**src/apms_pkg.sv**
```systemverilog
// shared constants, types and mode decoding for the power sequencer
// assumes a 250 MHz core clock; both ends import this package whole
package apms_pkg;

    // ****************************************************************
    // timing
    // ****************************************************************
    localparam int CLK_NS     = 4;          // core clock period
    localparam int WAKE_NS    = 5000;       // wake from power-down
    localparam int WAKE_CYC   = (WAKE_NS + CLK_NS - 1) / CLK_NS;
    localparam int CAL_NS     = 35000000;   // timeout plus calibration
    localparam int CAL_CYC    = CAL_NS / CLK_NS;
    localparam int SETTLE_NS  = 300000;     // wait after cancelled cal
    localparam int SETTLE_CYC = (SETTLE_NS + CLK_NS - 1) / CLK_NS;
    localparam logic [5:0] CONV_HALVES   = 6'h25; // 18.5 mclk periods
    localparam logic [4:0] MCLK_HALF_CYC = 5'h14; // mclk half period
    localparam int TMR_W      = 24;         // timer width

    // ****************************************************************
    // host register map and fields
    // ****************************************************************
    localparam logic [31:0] CTRL_OFS = 32'h0000_0000;
    localparam logic [31:0] CMD_OFS  = 32'h0000_0004;
    localparam logic [31:0] STAT_OFS = 32'h0000_0008;
    localparam int CTL_LO_BIT   = 0;        // pwr_mgmt_lo
    localparam int CTL_HI_BIT   = 1;        // pwr_mgmt_hi
    localparam int CTL_GO_BIT   = 2;        // conversion start
    localparam int CTL_LPEN_BIT = 3;        // low_power_enable_n level
    localparam logic [3:0] CTRL_RST = 4'h8;
    localparam int CMD_PULSE_BIT = 0;       // pulse conv_start_n
    localparam int ST_BUSY_BIT   = 0;
    localparam int ST_PULSE_BIT  = 1;
    localparam int ST_SETTLE_BIT = 2;
    localparam int ST_DONE_BIT   = 3;
    localparam int LW_W = 3;                // link register word width

    // ****************************************************************
    // types
    // ****************************************************************
    typedef enum logic [3:0] {
        PM_FULL_UP   = 4'h1,
        PM_PDBC_FULL = 4'h2,
        PM_FULL_DOWN = 4'h4,
        PM_PDBC_PART = 4'h8
    } apms_pm_t;

    typedef enum logic [6:0] {
        ST_UNCAL = 7'h01,
        ST_CAL   = 7'h02,
        ST_IDLE  = 7'h04,
        ST_HOLD  = 7'h08,
        ST_CONV  = 7'h10,
        ST_DOWN  = 7'h20,
        ST_WAKE  = 7'h40
    } apms_state_t;

    // power mode from the two bits and the active-low pin
    function automatic apms_pm_t apms_decode(input logic hi,
                                             input logic lo,
                                             input logic lpen_n);
        apms_pm_t m;
        m = PM_FULL_UP;
        if (hi && lo)
            m = PM_PDBC_PART;
        else if (hi)
            m = PM_FULL_DOWN;
        else if (lo)
            m = PM_PDBC_FULL;
        else if (!lpen_n)
            m = PM_PDBC_FULL;
        else
            m = PM_FULL_UP;
        return m;
    endfunction

endpackage

```
**src/apms_if.sv**
```systemverilog
// link between the host controller and the converter power sequencer
// all signals change on the shared core clock
`timescale 1ns/1ns
interface apms_if;
    logic            conv_start_n;       // conversion start, active low
    logic            low_power_enable_n; // power-down pin, active low
    logic            master_clk_in;      // converter master clock
    logic            reg_wr;             // control register write
    logic [2:0]      reg_wdata;          // {go, hi, lo}
    logic            busy;               // conversion in progress

    modport dev  (input  conv_start_n, low_power_enable_n,
                         master_clk_in, reg_wr, reg_wdata,
                  output busy);
    modport host (output conv_start_n, low_power_enable_n,
                         master_clk_in, reg_wr, reg_wdata,
                  input  busy);
endinterface

```
**src/apms_device.sv**
```systemverilog
// converter power sequencer: power modes, power-on calibration,
// wake on conversion start and conversion timing on the master clock
// assumes all link inputs are synchronous to CORE_CLK
//
// Behaviour
// power state from mode bits and pin
// full power-down turns off everything
// partial power-down keeps reference on
// mode bits reset to zero
// 00 with pin high: always powered
// 00 with pin low: down between conversions
// other modes ignore the pin
// host holds pin high for software control
// host holds pin low below 100 kSPS
// first start pulse runs 35 ms calibration
// no power-down until calibration finishes
// early register write cancels calibration
// host waits 300 us after cancel
// wake from power-down in 5 us
// power down when busy falls
// start falling edge wakes, ready 5 us
// host holds start low 5 us
// host may power up by write
// start by pin pulse or start bit
// conversion lasts 18.5 master clocks
// busy low on completion
// mode field decoding 01, 10, 11
// wake timer holds off conversion start
`timescale 1ns/1ns
module apms_device
    import apms_pkg::*;
#(
    parameter int CAL_CYCLES = CAL_CYC  // power-on timeout and calibration
)
(
    input  wire logic CORE_CLK,
    input  wire logic RESET,
    apms_if.dev       LINK,
    output logic      CORE_POWERED,
    output logic      REF_POWERED,
    output logic      CAL_ACTIVE,
    output logic      WAKING
);

    // ****************************************************************
    // state
    // ****************************************************************
    apms_state_t      state_ff;      // sequencer state
    apms_state_t      nxt_state;
    logic             pm_hi_ff;      // pwr_mgmt_hi
    logic             pm_lo_ff;      // pwr_mgmt_lo
    logic             nxt_pm_hi;
    logic             nxt_pm_lo;
    logic             cs_prev_ff;    // last conv_start_n
    logic             mck_prev_ff;   // last master clock level
    logic             pend_ff;       // start waiting for wake
    logic             nxt_pend;
    logic [5:0]       halves_ff;     // master clock half periods
    logic [5:0]       nxt_halves;
    logic             busy_ff;
    logic             core_ff;
    logic             ref_ff;
    logic             cal_ff;
    logic             wake_ff;
    logic             nxt_busy;
    logic             nxt_core;
    logic             nxt_ref;
    logic             nxt_cal;
    logic             nxt_wake;

    // helpers
    logic             cs_fall;       // conv_start_n falling edge
    logic             cs_rise;       // conv_start_n rising edge
    logic             mck_fall;      // master clock falling edge
    logic             mck_edge;      // any master clock edge
    logic             sw_start;      // write with start bit set
    logic             eff_hi;        // mode bits after this write
    logic             eff_lo;
    apms_pm_t         mode;          // current power mode
    logic             tmr_load;
    logic [TMR_W-1:0] tmr_val;
    logic             tmr_done;

    // ****************************************************************
    // edge detection and mode
    // ****************************************************************
    always_comb
    begin
        cs_fall  = cs_prev_ff && !LINK.conv_start_n;
        cs_rise  = !cs_prev_ff && LINK.conv_start_n;
        mck_fall = mck_prev_ff && !LINK.master_clk_in;
        mck_edge = mck_prev_ff ^ LINK.master_clk_in;
        sw_start = LINK.reg_wr && LINK.reg_wdata[CTL_GO_BIT];
        eff_hi   = LINK.reg_wr ? LINK.reg_wdata[CTL_HI_BIT] : pm_hi_ff;
        eff_lo   = LINK.reg_wr ? LINK.reg_wdata[CTL_LO_BIT] : pm_lo_ff;
        mode     = apms_decode(eff_hi, eff_lo,
                               LINK.low_power_enable_n);
    end

    // mode bits follow every control write
    always_comb
    begin
        nxt_pm_hi = eff_hi;
        nxt_pm_lo = eff_lo;
    end

    // ****************************************************************
    // sequencer next state
    // ****************************************************************
    always_comb
    begin
        nxt_state  = state_ff;
        nxt_pend   = pend_ff;
        nxt_halves = halves_ff;
        tmr_load   = 1'b0;
        tmr_val    = TMR_W'(WAKE_CYC);
        case (state_ff)
            ST_UNCAL:
            begin
                // waiting for the first start pulse after power-on
                if (sw_start)
                    nxt_state = ST_HOLD;
                else if (LINK.reg_wr)
                    nxt_state = ST_IDLE;
                else if (cs_rise)
                begin
                    nxt_state = ST_CAL;
                    tmr_load  = 1'b1;
                    tmr_val   = TMR_W'(CAL_CYCLES);
                end
            end
            ST_CAL:
            begin
                // pin and modes are not looked at here
                if (tmr_done)
                    nxt_state = ST_IDLE;
            end
            ST_IDLE:
            begin
                if (cs_rise || sw_start)
                    nxt_state = ST_HOLD;
                else if (mode == PM_FULL_DOWN)
                    nxt_state = ST_DOWN;
                // full-up mode never leaves the powered states
            end
            ST_HOLD:
            begin
                // conversion begins on the next mclk falling edge
                if (mck_fall)
                begin
                    nxt_state  = ST_CONV;
                    nxt_halves = '0;
                end
            end
            ST_CONV:
            begin
                if (mck_edge)
                    nxt_halves = halves_ff + 1'b1;
                if (mck_edge && halves_ff == CONV_HALVES - 1'b1)
                begin
                    // busy falls here; between-conversion modes sleep
                    if (mode == PM_PDBC_FULL || mode == PM_PDBC_PART)
                        nxt_state = ST_DOWN;
                    else
                        nxt_state = ST_IDLE;
                end
            end
            ST_DOWN:
            begin
                nxt_pend = sw_start;
                if (cs_fall)
                begin
                    nxt_state = ST_WAKE;
                    tmr_load  = 1'b1;
                end
                else if (LINK.reg_wr && mode != PM_FULL_DOWN)
                begin
                    nxt_state = ST_WAKE;
                    tmr_load  = 1'b1;
                end
            end
            ST_WAKE:
            begin
                // starts seen while waking are held until ready
                if (cs_rise || sw_start)
                    nxt_pend = 1'b1;
                if (tmr_done)
                begin
                    nxt_state = (pend_ff || cs_rise || sw_start)
                              ? ST_HOLD : ST_IDLE;
                    nxt_pend  = 1'b0;
                end
            end
            default:
            begin
                nxt_state = ST_IDLE;
            end
        endcase
    end

    // ****************************************************************
    // outputs from the next state
    // ****************************************************************
    always_comb
    begin
        nxt_busy = (nxt_state == ST_HOLD) || (nxt_state == ST_CONV);
        nxt_core = (nxt_state != ST_DOWN);
        nxt_ref  = (nxt_state != ST_DOWN) ||
                   (apms_decode(nxt_pm_hi, nxt_pm_lo,
                    LINK.low_power_enable_n) == PM_PDBC_PART);
        nxt_cal  = (nxt_state == ST_CAL);
        nxt_wake = (nxt_state == ST_WAKE);
    end

    // ****************************************************************
    // registers
    // ****************************************************************
    always_ff @(posedge CORE_CLK or posedge RESET)
    begin
        if (RESET)
        begin
            state_ff    <= ST_UNCAL;
            pm_hi_ff    <= 1'b0;
            pm_lo_ff    <= 1'b0;
            cs_prev_ff  <= 1'b1;
            mck_prev_ff <= 1'b0;
            pend_ff     <= 1'b0;
            halves_ff   <= '0;
            busy_ff     <= 1'b0;
            core_ff     <= 1'b1;
            ref_ff      <= 1'b1;
            cal_ff      <= 1'b0;
            wake_ff     <= 1'b0;
        end
        else
        begin
            state_ff    <= nxt_state;
            pm_hi_ff    <= nxt_pm_hi;
            pm_lo_ff    <= nxt_pm_lo;
            cs_prev_ff  <= LINK.conv_start_n;
            mck_prev_ff <= LINK.master_clk_in;
            pend_ff     <= nxt_pend;
            halves_ff   <= nxt_halves;
            busy_ff     <= nxt_busy;
            core_ff     <= nxt_core;
            ref_ff      <= nxt_ref;
            cal_ff      <= nxt_cal;
            wake_ff     <= nxt_wake;
        end
    end

    // ****************************************************************
    // calibration and wake timer
    // ****************************************************************
    apms_timer u_timer
    (
        .clk   (CORE_CLK),
        .rst   (RESET),
        .load  (tmr_load),
        .value (tmr_val),
        .done  (tmr_done)
    );

    assign LINK.busy    = busy_ff;
    assign CORE_POWERED = core_ff;
    assign REF_POWERED  = ref_ff;
    assign CAL_ACTIVE   = cal_ff;
    assign WAKING       = wake_ff;
endmodule

```
**src/apms_timer.sv**
```systemverilog
// loadable down counter used for calibration and wake intervals
// load wins over counting; done is high while the count is zero and load is low
`timescale 1ns/1ns
module apms_timer
    import apms_pkg::*;
(
    input  wire logic             clk,
    input  wire logic             rst,
    input  wire logic             load,
    input  wire logic [TMR_W-1:0] value,
    output logic                  done
);
    logic [TMR_W-1:0] count_ff;      // remaining cycles
    logic [TMR_W-1:0] nxt_count;

    // ****************************************************************
    // next count
    // ****************************************************************
    always_comb
    begin
        nxt_count = count_ff;
        if (load)
            nxt_count = value;
        else if (count_ff != '0)
            nxt_count = count_ff - 1'b1;
    end

    // register the count
    always_ff @(posedge clk or posedge rst)
    begin
        if (rst)
            count_ff <= '0;
        else
            count_ff <= nxt_count;
    end

    assign done = (count_ff == '0) && !load;
endmodule

```
**src/flat_wrapper.sv**
```systemverilog
// flat-port wrapper written by rule: the top's interface ports become plain ports
module apms_device_flat import apms_pkg::*;
#(
    parameter int CAL_CYCLES = CAL_CYC                                     
)
  (CORE_CLK, RESET, CORE_POWERED, REF_POWERED, CAL_ACTIVE, WAKING, LINK_conv_start_n, LINK_low_power_enable_n, LINK_master_clk_in, LINK_reg_wr, LINK_reg_wdata, LINK_busy);
  apms_if LINK_i ();
  input  wire logic CORE_CLK;
  input  wire logic RESET;
  output logic CORE_POWERED;
  output logic REF_POWERED;
  output logic CAL_ACTIVE;
  output logic WAKING;
  input wire logic [$bits(LINK_i.conv_start_n)-1:0] LINK_conv_start_n;
  input wire logic [$bits(LINK_i.low_power_enable_n)-1:0] LINK_low_power_enable_n;
  input wire logic [$bits(LINK_i.master_clk_in)-1:0] LINK_master_clk_in;
  input wire logic [$bits(LINK_i.reg_wr)-1:0] LINK_reg_wr;
  input wire logic [$bits(LINK_i.reg_wdata)-1:0] LINK_reg_wdata;
  output wire logic [$bits(LINK_i.busy)-1:0] LINK_busy;
  assign LINK_i.conv_start_n = LINK_conv_start_n;
  assign LINK_i.low_power_enable_n = LINK_low_power_enable_n;
  assign LINK_i.master_clk_in = LINK_master_clk_in;
  assign LINK_i.reg_wr = LINK_reg_wr;
  assign LINK_i.reg_wdata = LINK_reg_wdata;
  assign LINK_busy = LINK_i.busy;
  apms_device #(.CAL_CYCLES(CAL_CYCLES)) u_core (.CORE_CLK(CORE_CLK), .RESET(RESET), .LINK(LINK_i), .CORE_POWERED(CORE_POWERED), .REF_POWERED(REF_POWERED), .CAL_ACTIVE(CAL_ACTIVE), .WAKING(WAKING));
endmodule
```
**config.mk**
```make
export PLATFORM = sky130hd
export DESIGN_NAME = apms_device_flat
export DESIGN_NICKNAME = d
export VERILOG_FILES = /design/src/apms_pkg.sv /design/src/apms_if.sv /design/src/apms_device.sv /design/src/apms_timer.sv /design/src/flat_wrapper.sv
export SDC_FILE = /design/constraint.sdc
export NUM_CORES = 1
export LEC_CHECK = 0
export ABC_AREA = 1
export BUFFER_PORTS_ARGS = -buffer_cell sky130_fd_sc_hd__buf_2
export CORE_UTILIZATION = 60
export DETAILED_ROUTE_END_ITERATION = 12
export PLACE_DENSITY = 0.75
export SYNTH_ARGS = -nofsm -noshare
export SYNTH_HDL_FRONTEND = slang
export SYNTH_HIERARCHICAL = 1
export SYNTH_SLANG_ARGS = --single-unit
export TNS_END_PERCENT = 1
```
**constraint.sdc**
```tcl
create_clock -name CORE_CLK -period 4.16 [get_ports CORE_CLK]
set_clock_uncertainty 0.2 [all_clocks]
set_input_delay 0.208 -clock CORE_CLK [delete_from_list [all_inputs] [get_ports CORE_CLK]]
set_output_delay 0.208 -clock CORE_CLK [all_outputs]
set_load 0.02 [all_outputs]
```
[Word-level counts from Yosys, hierarchy flattened]
Cells that the tools add are included.
Storage, ports and cells
  bits in registers: 47
  latch bits: 0
  bits in writable memories: 0
  bits in read-only memories: 0
  input port bits: 9
  output and inout bits: 5
  memories: 0
Cells by class
  $add $sub $neg: 2
  $mul: 0
  divide/modulo/power cells: 0
  $lt $le $gt $ge: 0
  equal/unequal tests: 20
  shift-type cells: 0
  multiplexer cells: 38
  bitwise operators: 1
  reductions and logical operators: 25
Operator list (count)
  2-to-1 mux 24 bit: 6
  2-to-1 mux 7 bit: 11
  one-hot mux 7 bit (7 select lines): 1
  logical NOT 24 bit: 1
  nonzero test 24 bit: 1
  subtractor 24 x 1 -> 24 bit, second input constant: 1
  2-to-1 mux 6 bit: 3
  2-to-1 mux 4 bit: 4
  == test 7 x 2 -> 1 bit, second input constant: 2
  == test 7 x 4 -> 1 bit, second input constant: 2
  == test 7 x 5 -> 1 bit, second input constant: 2
  == test 7 bit, second input constant: 2
  one-hot mux 6 bit (2 select lines): 1
  2-to-1 mux 1 bit: 9
  logical AND 1 bit: 8
  == test 7 x 1 -> 1 bit, second input constant: 1
  == test 7 x 3 -> 1 bit, second input constant: 1
  == test 7 x 6 -> 1 bit, second input constant: 1
  != test 7 x 6 -> 1 bit, second input constant: 1
  adder 6 x 1 -> 6 bit, second input constant: 1
  == test 6 bit, second input constant: 1
  logical OR 1 bit: 6
  nonzero test 2 bit: 3
  == test 4 x 2 -> 1 bit, second input constant: 1
  11 further kinds: 16

[Longest topological paths before layout]
Gate-level depths: netlist (run 1).
  depth after elaboration: 15
  depth in mapped cells: 18
  depth with buffers taken out: 17

[Modules after synthesis]
The synthesis (run 1) kept the hierarchy.
Modules (own cells, without submodules)
  apms_timer: instances 1, cells an instance 264, area each 1801.7 um^2, sequential area each 600.6 um^2
  apms_device: instances 1, cells an instance 199, area each 1431.4 um^2, sequential area each 580.6 um^2

[Worst setup path after synthesis (run 1)]
No wires, ideal clock.
  path type: register to register
  from: register u_core.state_ff[0]
  to: register u_core.cal_ff (netlist: u_core/CAL_ACTIVE)
  setup time: 0.125 ns
  arrival time: 2.307 ns
  required time: 3.835 ns
  setup slack: 1.528 ns
  stages on the path, launching flop included: 15
  path buffers: 1
  period minus slack after synthesis: 2.632 ns
  cell sequence: dfstp_2 -> nor2_4 -> nand2_4 -> nor2_1 -> nand2_1 -> nand2_1 -> inv_2 -> buf_2 -> nand4_1 -> nor4_1 -> inv_1 -> nand2_1 -> nand2_1 -> nor2_1 -> a21oi_1
On the way
  word-level cells in the longest chain between the ends: 7
  elaborated cells on any way between the ends: 23
  classes of those cells: eq/ne: 8; mux: 13; reduce/logical: 2
RTL lines
  start, declared: RTL line apms_device.sv:48  | apms_state_t state_ff;
  start signal, assigned: RTL line apms_device.sv:237  | state_ff <= nxt_state;
  == test 7 x 6 -> 1 bit or == test 7 x 1 -> 1 bit (tied branches): RTL line apms_device.sv:117  | case (state_ff)
  one-hot mux 1 bit (2 select lines) (*): RTL line apms_device.sv:117
  named net u_core.tmr_load: RTL line apms_device.sv:80  | logic tmr_load;
  logical NOT 1 bit (*): RTL line apms_timer.sv:37  | assign done = (count_ff == '0) && !load;
  logical AND 1 bit (*): RTL line apms_timer.sv:37
  named net u_core.tmr_done: RTL line apms_device.sv:82  | logic tmr_done;
  2-to-1 mux 7 bit, on equally long branches: RTL line apms_device.sv:187, apms_device.sv:135
  one-hot mux 7 bit (7 select lines) (*): RTL line apms_device.sv:117
  == test 7 x 2 -> 1 bit (*): RTL line apms_device.sv:211  | nxt_cal = (nxt_state == ST_CAL);
  named net u_core.nxt_cal: RTL line apms_device.sv:68  | logic nxt_cal;
  end signal, assigned: RTL line apms_device.sv:247  | cal_ff <= nxt_cal;
  end, declared: RTL line apms_device.sv:63  | logic cal_ff;
The timed path passes the listed nets; every way through them passes the cells marked *.
A chain may end at the register's enable or synchronous reset.

[Final worst setup path (run 1)]
  from: input LINK_reg_wdata[1]
  to: register u_core.cal_ff (netlist: u_core/CAL_ACTIVE)
On the way
  word-level cells in the longest chain between the ends: 13
  elaborated cells on any way between the ends: 25
  classes of those cells: eq/ne: 5; mux: 15; reduce/logical: 5
RTL lines
  start, declared: RTL line flat_wrapper.sv:18  | input wire logic [$bits(LINK_i.reg_wdata)-1:0] LINK_reg_wdata;
  2-to-1 mux 1 bit (*): RTL line apms_device.sv:94  | eff_hi = LINK.reg_wr ? LINK.reg_wdata[CTL_HI_BIT] : pm_hi_ff;
  named net u_core.eff_hi: RTL line apms_device.sv:77  | logic eff_hi;
  2-to-1 mux 4 bit or logical AND 1 bit (tied branches): RTL line apms_pkg.sv:65, apms_pkg.sv:63
  2-to-1 mux 4 bit (*): RTL line apms_pkg.sv:63  | if (hi && lo)
  != test 4 x 3 -> 1 bit (*): RTL line apms_device.sv:176  | else if (LINK.reg_wr && mode != PM_FULL_DOWN)
  logical AND 1 bit (*): RTL line apms_device.sv:176
  2-to-1 mux 1 bit (*): RTL line apms_device.sv:176
  2-to-1 mux 1 bit (*): RTL line apms_device.sv:171  | if (cs_fall)
  one-hot mux 1 bit (2 select lines) (*): RTL line apms_device.sv:117
  named net u_core.tmr_load: RTL line apms_device.sv:80
  logical NOT 1 bit (*): RTL line apms_timer.sv:37
  logical AND 1 bit (*): RTL line apms_timer.sv:37
  named net u_core.tmr_done: RTL line apms_device.sv:82
  2-to-1 mux 7 bit, on equally long branches: RTL line apms_device.sv:187, apms_device.sv:135
  one-hot mux 7 bit (7 select lines) (*): RTL line apms_device.sv:117
  == test 7 x 2 -> 1 bit (*): RTL line apms_device.sv:211
  named net u_core.nxt_cal: RTL line apms_device.sv:68
Marked as above.

==> results of run 1 <==
[cells by family after synthesis]
family	after synthesis	share of synthesized area, %
other cells	2	0.232
buf+inv	82	10.1
xor+xnor	8	2.17
simple gates	277	41.7
compound gates	42	7.35
flops	47	36.5
fa+ha+maj	5	1.93
[cell type report]
type	instances	area, µm²	area share, %
repair buffers	17	105	2.98
well taps	70	87.6	2.48
inverters	75	282	7.98
clock buffers	8	100	2.84
multi-input cells	346	1770	50.2
flip-flops and latches	47	1180	33.5
[synth_stat cells, types with 2 or more instances]
library cell	number
xnor2_1	5
o21ai_0	8
nor2_4	8
nor2_2	15
buf_4	2
inv_2	9
or2_2	6
nand3_1	40
dfrtp_1	43
nand4_1	13
buf_2	2
a31oi_1	2
a21oi_1	13
nand2_2	6
inv_1	66
nand2_4	2
conb_1	2
nor3_1	3
nor2_1	54
xor2_1	3
nand3b_1	7
nand2_1	117
dfstp_2	4
o21ai_1	13
ha_1	5
[state kept, by name, summed over array words and instances (netlist names)]
name	count
u_core/CAL_ACTIVE	1
u_core/cs_prev_ff	1
u_core/u_timer/count_ff	24
u_core/CORE_POWERED	1
u_core/pm_hi_ff	1
u_core/LINK.busy	1
u_core/pm_lo_ff	1
u_core/mck_prev_ff	1
u_core/WAKING	1
u_core/halves_ff	6
u_core/state_ff	7
u_core/pend_ff	1
u_core/REF_POWERED	1
[final timing paths]
check                                               to  slack, ns  depth (start not counted)
setup / recovery                     u_core/CAL_ACTIVE       0.70                         17
hold / removal                      u_core/state_ff[0]       0.06                          4
setup reg to reg                     u_core/CAL_ACTIVE       0.76                         13
hold reg to reg                        u_core/pm_hi_ff       0.32                          2
max in group asynchronous  u_core/u_timer/count_ff[22]       2.73                          3
min in group asynchronous          u_core/halves_ff[3]       0.43                          3
[layer usage]
layer,global-route usage [%],part of all wire (%),up-vias,wire length (µm)
li1,-,-,1489,-
met1,32.9,46,1325,3080
met2,44.2,51,48,3410
met3,4.10,2.6,9,173
met4,7.20,1.0,0,69
met5,0,0,-,0
[per-stage QoR]
stage | cells | cell area (µm²) | hold slack [ns] | utilization (%)
after floorplan | 475 | 3280 | 0.00696 | -
after global placement | 551 | 3390 | 0.130 | 65.9
after detailed placement | 551 | 3390 | 0.132 | 65.9
after CTS | 563 | 3530 | 0.0490 | 68.6
after global routing | 563 | 3530 | 0.0797 | 68.6
final | 563 | 3530 | 0.0582 | 68.6
[power breakdown]
part           leakage (nW)  switching, mW  internal (mW)  total, mW
combinational          1.17          0.411          0.247      0.658
clock                0.0515          0.150          0.152      0.302
sequential            0.545          0.144          0.586      0.731
[cells in the final DEF, fill, tap and decap left out, drive strengths merged]
master	n
nor3	3
a31oi	2
nand4	13
ha	5
inv	75
o21ai	22
xnor2	5
nand3b	8
dfstp	4
or2	7
nand2	125
dfrtp	43
buf	13
o22ai	1
clkbuf	8
xor2	3
and2	1
nand3	41
a21oi	15
o211ai	1
nor4	1
o21a	1
conb	14
nor2	78
dlygate4sd3	4
[critical path: cells and delay by family]
family	cells	cell delay [ns]
buf+inv	4	1.33
simple gates	12	1.79
compound gates	1	0.08
==> impl_metrics.py, run 1 <==
metrics = {
    "floorplan": {
        "die_h_um": 75.4,
        "dieArea_um2": 5690,
        "io_pins": 14,
        "core_area_um2": 5140,
        "initial_core_util_pct": 62.9,
        "std_cell_rows": 26,
        "die_w_um": 75.4,
    },
    "route": {
        "wire_per_inst_um": 12.0,
        "dr.pass1.iters": 4,
        "vias": 2871,
        "vias_per_cell": 5.10,
        "wl_um": 6740,
        "antenna_left": 0,
        "drc": 0,
        "initialDrtViolationCount": 198,
    },
    "setup_path": {
        "worstSetupPathType": "in2reg",
        "critPathArrivalTime_ns": 3.44,
        "r2r-start": "u_core/state_ff[2]",
        "crit_path_start": "LINK_reg_wdata[1]",
        "critPathSlowestCell": "nor4_1",
        "required_ns": 4.14,
        "start_kind": "input pin",
        "end_kind": "flop",
        "slowest_delay_ns": 0.61,
        "crit_chain": "dlygate4sd3_1, buf_2, nand2_1, nand2_2, nand2_1, nand2_1, nand2_1, nand2_1, nand2_1, inv_2, nand4_1, nor4_1, inv_1, nand2_1, nand2_1, nor2_1, a21oi_1",
        "cp_common_cell": "nand2_1",
        "cp_max_fo": 45,
    },
    "clock_network": {
        "clkSlewWorstSetupHoldPaths_ns": 0.09,
        "postCtsResizedCells": 0,
        "cts.path.max_buffers": 2,
        "cts_setup_buffers": 0,
        "h-tree-depth": 2,
        "cts_root_buffer": "clkbuf_8",
        "cts_tree": "done",
        "numCtsBuffers": 5,
        "clkLatencyLatePin_ns": 0.30,
        "clock_sinks": 47,
        "postCtsHoldBufs": 4,
    },
    "placed_design": {
        "preCtsSetupSlack_ns": 0.804,
        "gp_congestion": 0.911,
        "dp_hpwl_um": 5010,
        "numPortBuffers": 13,
    },
    "pwr": {
        "p_leak_nw": 1.77,
        "vdd_drop_max_mv": 0.319,
        "power_density_nw_per_um2": 479,
        "power_mw": 1.69,
    },
    "global_route": {
        "grt_max_degree": 46,
        "grt_pass1_wl_um": 11000,
        "grt_overflow": 0,
        "grt_use_total_pct": 25.5,
        "grt_pass1_vias": 2490,
        "antenna_found_initial": 0,
    },
    "synthesis": {
        "synth_edf_count": 0,
        "synth.distinct_cells": 40,
        "synth.area.top_cells": "dfrtp_1, nand2_1, inv_1, nor2_1, nand3_1",
        "ys_seq_area_share_pct": 36.5,
        "synthFlopType": "dfrtp_1",
        "syn_area_um2": 3230,
        "synth_seq_cells": 47,
        "ys_warn_count": 6,
        "synth_async_sr_flop_share_pct": 100,
        "synth_top_area_cell": "dfrtp_1",
        "synth_top_area_share_pct": 33.3,
        "avgSynthCellArea_um2": 6.98,
        "syn_inst": 463,
    },
    "finish": {
        "drive_gt1_share_pct": 15.4,
        "area_growth_pct": 9.09,
        "nNetsFinal": 506,
        "n_fill_cell": 469,
        "antenna_cells": 0,
    },
    "sta": {
        "fmax_mhz": 289,
        "setup_viol": 0,
        "drv_slew": 0,
        "fin_setup_tns_ns": 0,
        "rsz0062_at_grt": "false",
        "setup_slack_ns": 0.702,
        "tightest_slew_ns": 0.926,
        "post-route-min-period_ns": 3.46,
        "relSlewSlack_pct": 38.2,
        "post-route-period-util_pct": 83.1,
        "finalHoldViolations": 0,
    },
    "hold_path": {
        "hold_path.class": "in2reg",
        "hold_start": "LINK_reg_wr",
    },
    "run": {
        "maxCapViolCount": 0,
    },
    "status": {
        "status": "complete, no violations",
    },
}
Note: power is estimated with default switching activity, not from simulation.
==> run 2, diff against run 1 <==
CORE_UTILIZATION = 56   (was 60)
PLACE_DENSITY = 0.73   (was 0.75)
clock period = 3 ns   (was 4.16 ns; I/O delays follow)
==> run 2 against run 1 <==
Effect of this change:
- utilization is 3.9 points lower
- worst hold slack worse by 0.0069 ns
- non-clock buffer count is 4 higher
- clock-buffer cell count is 2 lower
- critical path type is now reg2reg
==> impl_metrics.py, run 2 (synthesized netlist as in run 1, its figures left out) <==
metrics = {
    "status": {
        "status": "complete, no violations",
    },
    "pwr": {
        "p_leak_nw": 1.80,
        "vdd_drop_max_mv": 0.345,
        "power_density_nw_per_um2": 655,
    },
    "sta": {
        "tightest_slew_ns": 0.956,
        "finalHoldViolations": 0,
        "fmax_mhz": 368,
        "drv_slew": 0,
        "post-route-min-period_ns": 2.71,
        "relSlewSlack_pct": 36.2,
        "rsz0062_at_grt": "false",
        "fin_hold_ws_ns": 0.0513,
        "fin_setup_tns_ns": 0,
        "setup_viol": 0,
        "post-route-period-util_pct": 90.5,
    },
    "finish": {
        "top_register": "u_core/u_timer/count_ff",
        "drive_gt1_share_pct": 15.9,
        "reg_top3": "u_core/u_timer/count_ff (24), u_core/state_ff (7), u_core/halves_ff (6)",
        "final_cell_mix": "nand2_1, inv_1, nor2_1",
        "area_growth_pct": 10.9,
        "antenna_cells": 0,
        "nNetsFinal": 510,
        "layout_commonest_cell": "nand2_1",
        "stdcell_count": 569,
        "largest_register_ffs": 24,
    },
    "route": {
        "dr.pass1.iters": 4,
        "wl_um": 6960,
        "vias_per_cell": 5.11,
        "wire_per_inst_um": 12.2,
        "initialDrtViolationCount": 160,
        "antenna_left": 0,
        "vias": 2907,
        "drc": 0,
    },
    "setup_path": {
        "critPathArrivalTime_ns": 2.76,
        "r2r-start": "u_core/state_ff[0]",
        "ff2ff_path_depth": 15,
        "required_ns": 3.05,
        "start_kind": "flop",
        "worstSetupPathType": "reg2reg",
        "r2r_end": "u_core/u_timer/count_ff[22]",
        "cp_max_fo": 44,
        "end_kind": "flop",
        "crit_path_start": "u_core/state_ff[0]",
        "ff2ff_setup_slack_ns": 0.29,
    },
    "global_route": {
        "grt_pass1_wl_um": 12200,
        "grt_overflow": 0,
        "grt_pass1_vias": 2813,
        "grt_max_degree": 45,
        "antenna_found_initial": 0,
        "grt_use_total_pct": 25.5,
    },
    "run": {
        "maxCapViolCount": 0,
    },
    "clock_network": {
        "cts_root_buffer": "clkbuf_8",
        "numCtsBuffers": 5,
        "clkLatencyLatePin_ns": 0.31,
        "cts.path.max_buffers": 2,
        "clkSlewWorstSetupHoldPaths_ns": 0.09,
        "clock_sinks": 47,
        "h-tree-depth": 2,
        "cts_tree": "done",
    },
    "floorplan": {
        "initial_core_util_pct": 58.4,
        "die_w_um": 78.0,
        "core_area_um2": 5540,
        "dieArea_um2": 6080,
        "std_cell_rows": 27,
        "io_pins": 14,
        "die_h_um": 78.0,
    },
    "hold_path": {
        "hold_depth": 5,
        "hold_path.class": "in2reg",
        "min_to": "u_core/pend_ff",
        "hold_start": "LINK_reg_wdata[2]",
    },
    "placed_design": {
        "place_inst": 554,
        "numPortBuffers": 13,
        "dp_hpwl_um": 5140,
        "gp_congestion": 0.897,
    },
}
## run 2: critical path: stages, from the launching register on
cell	delay, ns
dfstp_2	0.56
inv_1	0.07
nor2_1	0.10
nand2_1	0.08
nor2_2	0.17
nand3_1	0.24
nand2_1	0.26
inv_2	0.07
buf_6	0.20
nand3_1	0.13
nor2_2	0.05
nand3_4	0.23
o21ai_0	0.14
inv_1	0.07
nand2_1	0.04
inv_1	0.05
## run 2: routing by layer
layer | up-vias | GRT usage (%) | wire length (µm)
met5 | - | 0 | 0
met4 | 0 | 11.5 | 174
met3 | 16 | 3.29 | 226
met2 | 60 | 45.8 | 3470
met1 | 1327 | 30.1 | 3080
li1 | 1504 | - | -
## run 2: worst max path at each step
| stage | endpoint | slack [ns] | cells after the start |
|---|---|---|---|
| CTS | u_core/state_ff[1] | 0.11 | 18 |
| finish | u_core/u_timer/count_ff[22] | 0.29 | 15 |
| floorplan | u_core/CAL_ACTIVE | 0.37 | 14 |
| global placement | u_core/CAL_ACTIVE | 0.28 | 13 |
| global route | u_core/u_timer/count_ff[17] | 0.05 | 19 |
| detailed placement | u_core/state_ff[1] | 0.11 | 13 |
## run 2: stage by stage
step / instance area [µm²] / utilization, % / setup slack [ns] / power [mW]
floorplan: 3280 / - / 0.368 / 1.72
global placement: 3400 / 61.3 / 0.275 / 1.91
detailed placement: 3400 / 61.3 / 0.108 / 1.93
CTS: 3570 / 64.4 / 0.105 / 2.36
global route: 3580 / 64.7 / 0.0540 / 2.55
finish: 3580 / 64.7 / 0.285 / 2.35
## run 2: area by class of cell
cell class	count	area, µm²
fillers	520	1960
clock inverters	2	16.3
well taps	72	90.1
clock buffers	6	82.6
repair buffers	21	146
inverters	75	282
multi-input cells	346	1790
flip-flops and latches	47	1180
## run 2: what timing repair did
action	in CTS	in global routing
setup buffers	0	0
gates resized for setup	0	3
hold endpoints to repair	49	0
setup endpoints to repair	0	9
hold buffers	7	0
## run 2: where the power goes
part / switching, mW / internal [mW]
logic: 0.569 / 0.344
clock network: 0.227 / 0.188
registers: 0.205 / 0.813
total: 1.00 / 1.35
==> run 3, diff against run 2 <==
CORE_UTILIZATION = 60   (was 56)
PLACE_DENSITY = 0.75   (was 0.73)
clock period = 2.85 ns   (was 3 ns; I/O delays follow)
==> run 3 against run 2 <==
Effect of this change:
- clock power rose by 38%
- via count barely moved
- worst hold slack got worse by 0.033 ns
- global-route usage rose by 0.32 points
- first-iteration DRC count fell by 14%
- combinational power rose by 5.3%
- critical path depth rose by 2
- utilization rose by 5.6 points
- final cell count fell by 0.18%
- largest cell class unchanged
==> impl_metrics.py, run 3 (synthesized netlist as in run 1, its figures left out) <==
metrics = {
    "setup_path": {
        "end_kind": "flop",
        "critPathArrivalTime_ns": 2.55,
        "required_ns": 2.83,
        "worstSetupPathType": "in2reg",
        "ff2ff_path_depth": 13,
        "cp_max_fo": 5,
        "start_kind": "input pin",
    },
    "floorplan": {
        "dieArea_um2": 5690,
        "core_area_um2": 5140,
        "initial_core_util_pct": 62.9,
        "io_pins": 14,
        "die_w_um": 75.4,
        "die_h_um": 75.4,
        "std_cell_rows": 26,
    },
    "finish": {
        "drive_gt1_share_pct": 16.3,
        "antenna_cells": 0,
        "largest_register_ffs": 24,
        "top_register": "u_core/u_timer/count_ff",
        "area_growth_pct": 11.7,
        "nNetsFinal": 511,
        "reg_top3": "u_core/u_timer/count_ff (24), u_core/state_ff (7), u_core/halves_ff (6)",
        "final_cell_area_um2": 3610,
        "final_cell_mix": "nand2_1, inv_1, nor2_1",
        "layout_commonest_cell": "nand2_1",
    },
    "sta": {
        "post-route-period-util_pct": 90.3,
        "drv_slew": 0,
        "fin_setup_tns_ns": 0,
        "finalHoldViolations": 0,
        "fmax_mhz": 388,
        "rsz0062_at_grt": "false",
        "setup_viol": 0,
        "relSlewSlack_pct": 36.5,
        "post-route-min-period_ns": 2.57,
        "tightest_slew_ns": 0.952,
    },
    "pwr": {
        "vdd_drop_max_mv": 0.541,
        "power_density_nw_per_um2": 720,
        "p_leak_nw": 1.81,
    },
    "hold_path": {
        "hold_depth": 5,
        "hold_path.class": "in2reg",
    },
    "clock_network": {
        "cts_setup_buffers": 0,
        "numCtsBuffers": 5,
        "cts_root_buffer": "clkbuf_8",
        "cts_tree": "done",
        "clock_sinks": 47,
        "clkSlewWorstSetupHoldPaths_ns": 0.08,
        "cts.path.max_buffers": 2,
        "h-tree-depth": 2,
        "clkLatencyLatePin_ns": 0.30,
    },
    "route": {
        "initialDrtViolationCount": 138,
        "vias": 2905,
        "antenna_left": 0,
        "wire_per_inst_um": 12.1,
        "dr.pass1.iters": 5,
        "drc": 0,
        "wl_um": 6880,
        "vias_per_cell": 5.11,
    },
    "global_route": {
        "grt_pass1_vias": 2546,
        "grt_max_degree": 44,
        "grt_pass1_wl_um": 11000,
        "antenna_found_initial": 0,
        "grt_use_total_pct": 25.8,
        "grt_overflow": 0,
    },
    "placed_design": {
        "dp_hpwl_um": 5090,
        "gp_congestion": 0.904,
        "numPortBuffers": 13,
        "place_area_um2": 3410,
    },
    "status": {
        "status": "complete, no violations",
    },
    "run": {
        "maxCapViolCount": 0,
    },
}
[run 3: cell types whose count changed in the layout (fill, tap and decap cells not counted)]
cell / change
dlygate4sd3_1: -1
nor4_4: -1
clkinv_4: -1
clkbuf_8: -1
nor4_2: +1
buf_6: -1
buf_4: +3
bufinv_16: +2
[run 3: area by class of cell]
type                       instances  area [µm²]
sequential                        47        1180
multi-input combinational        346        1780
timing repair buffer              22         148
tap                               70        87.6
clock inverter                     3        67.6
fill                             459        1530
clock buffer                       5        68.8
inverter                          75         282
[run 3: stage by stage]
stage	power (mW)	hold slack, ns	util [%]	setup WS, ns	std cells
after global placement	2.00	0.0661	66.3	0.272	554
after floorplan	1.81	-0.0585	-	0.218	475
after CTS	2.61	0.0142	70.2	0.129	568
final	2.60	0.0184	70.3	0.276	568
after detailed placement	2.02	0.0682	66.3	0.144	554
after global routing	2.81	0.0480	70.3	0.0657	568
[run 3: worst max-delay path: stages]
cell and delay [ns]:
dlygate4sd3_1 0.52, buf_2 0.10, nand2_1 0.05, nand2_2 0.09
nand2_1 0.07, nand2_1 0.06, nand2_1 0.06, nand2_1 0.10
nand2_1 0.09, inv_2 0.08, nand4_1 0.12, nor4_2 0.47
inv_1 0.16, nand2_1 0.15, nand2_1 0.07, nor2_1 0.13
a21oi_1 0.08
[run 3: per-layer routing]
layer	vias up	GRT usage, %	wire length (µm)
met2	63	46.2	3520
li1	1501	-	-
met5	-	0	0
met1	1332	31.3	3060
met4	0	10.1	92
met3	9	3.84	210
[run 3: timing repair]
item,4_1_cts,5_1_grt
endpoints found under the setup margin,0,3
gates resized for setup,0,1
hold buffers,6,0
endpoints found under the hold margin,47,0
[run 3: power breakdown]
part | total (mW) | internal (mW) | switching, mW | leakage (nW)
clock network | 0.572 | 0.350 | 0.222 | 0.0644
registers | 1.07 | 0.856 | 0.214 | 0.545
logic | 0.961 | 0.362 | 0.598 | 1.20
total | 2.60 | 1.57 | 1.03 | 1.81
[run 3: worst paths after layout]
path / startpoint / end / slack, ns
max in group asynchronous: RESET / u_core/u_timer/count_ff[5] / 1.46
min reg2reg: u_core/u_timer/count_ff[0] / u_core/u_timer/count_ff[0] / 0.33
max: LINK_reg_wdata[1] / u_core/CAL_ACTIVE / 0.28
min: LINK_reg_wdata[0] / u_core/pm_lo_ff / 0.02
max reg2reg: u_core/state_ff[0] / u_core/CAL_ACTIVE / 0.28
min in group asynchronous: RESET / u_core/halves_ff[4] / 0.35
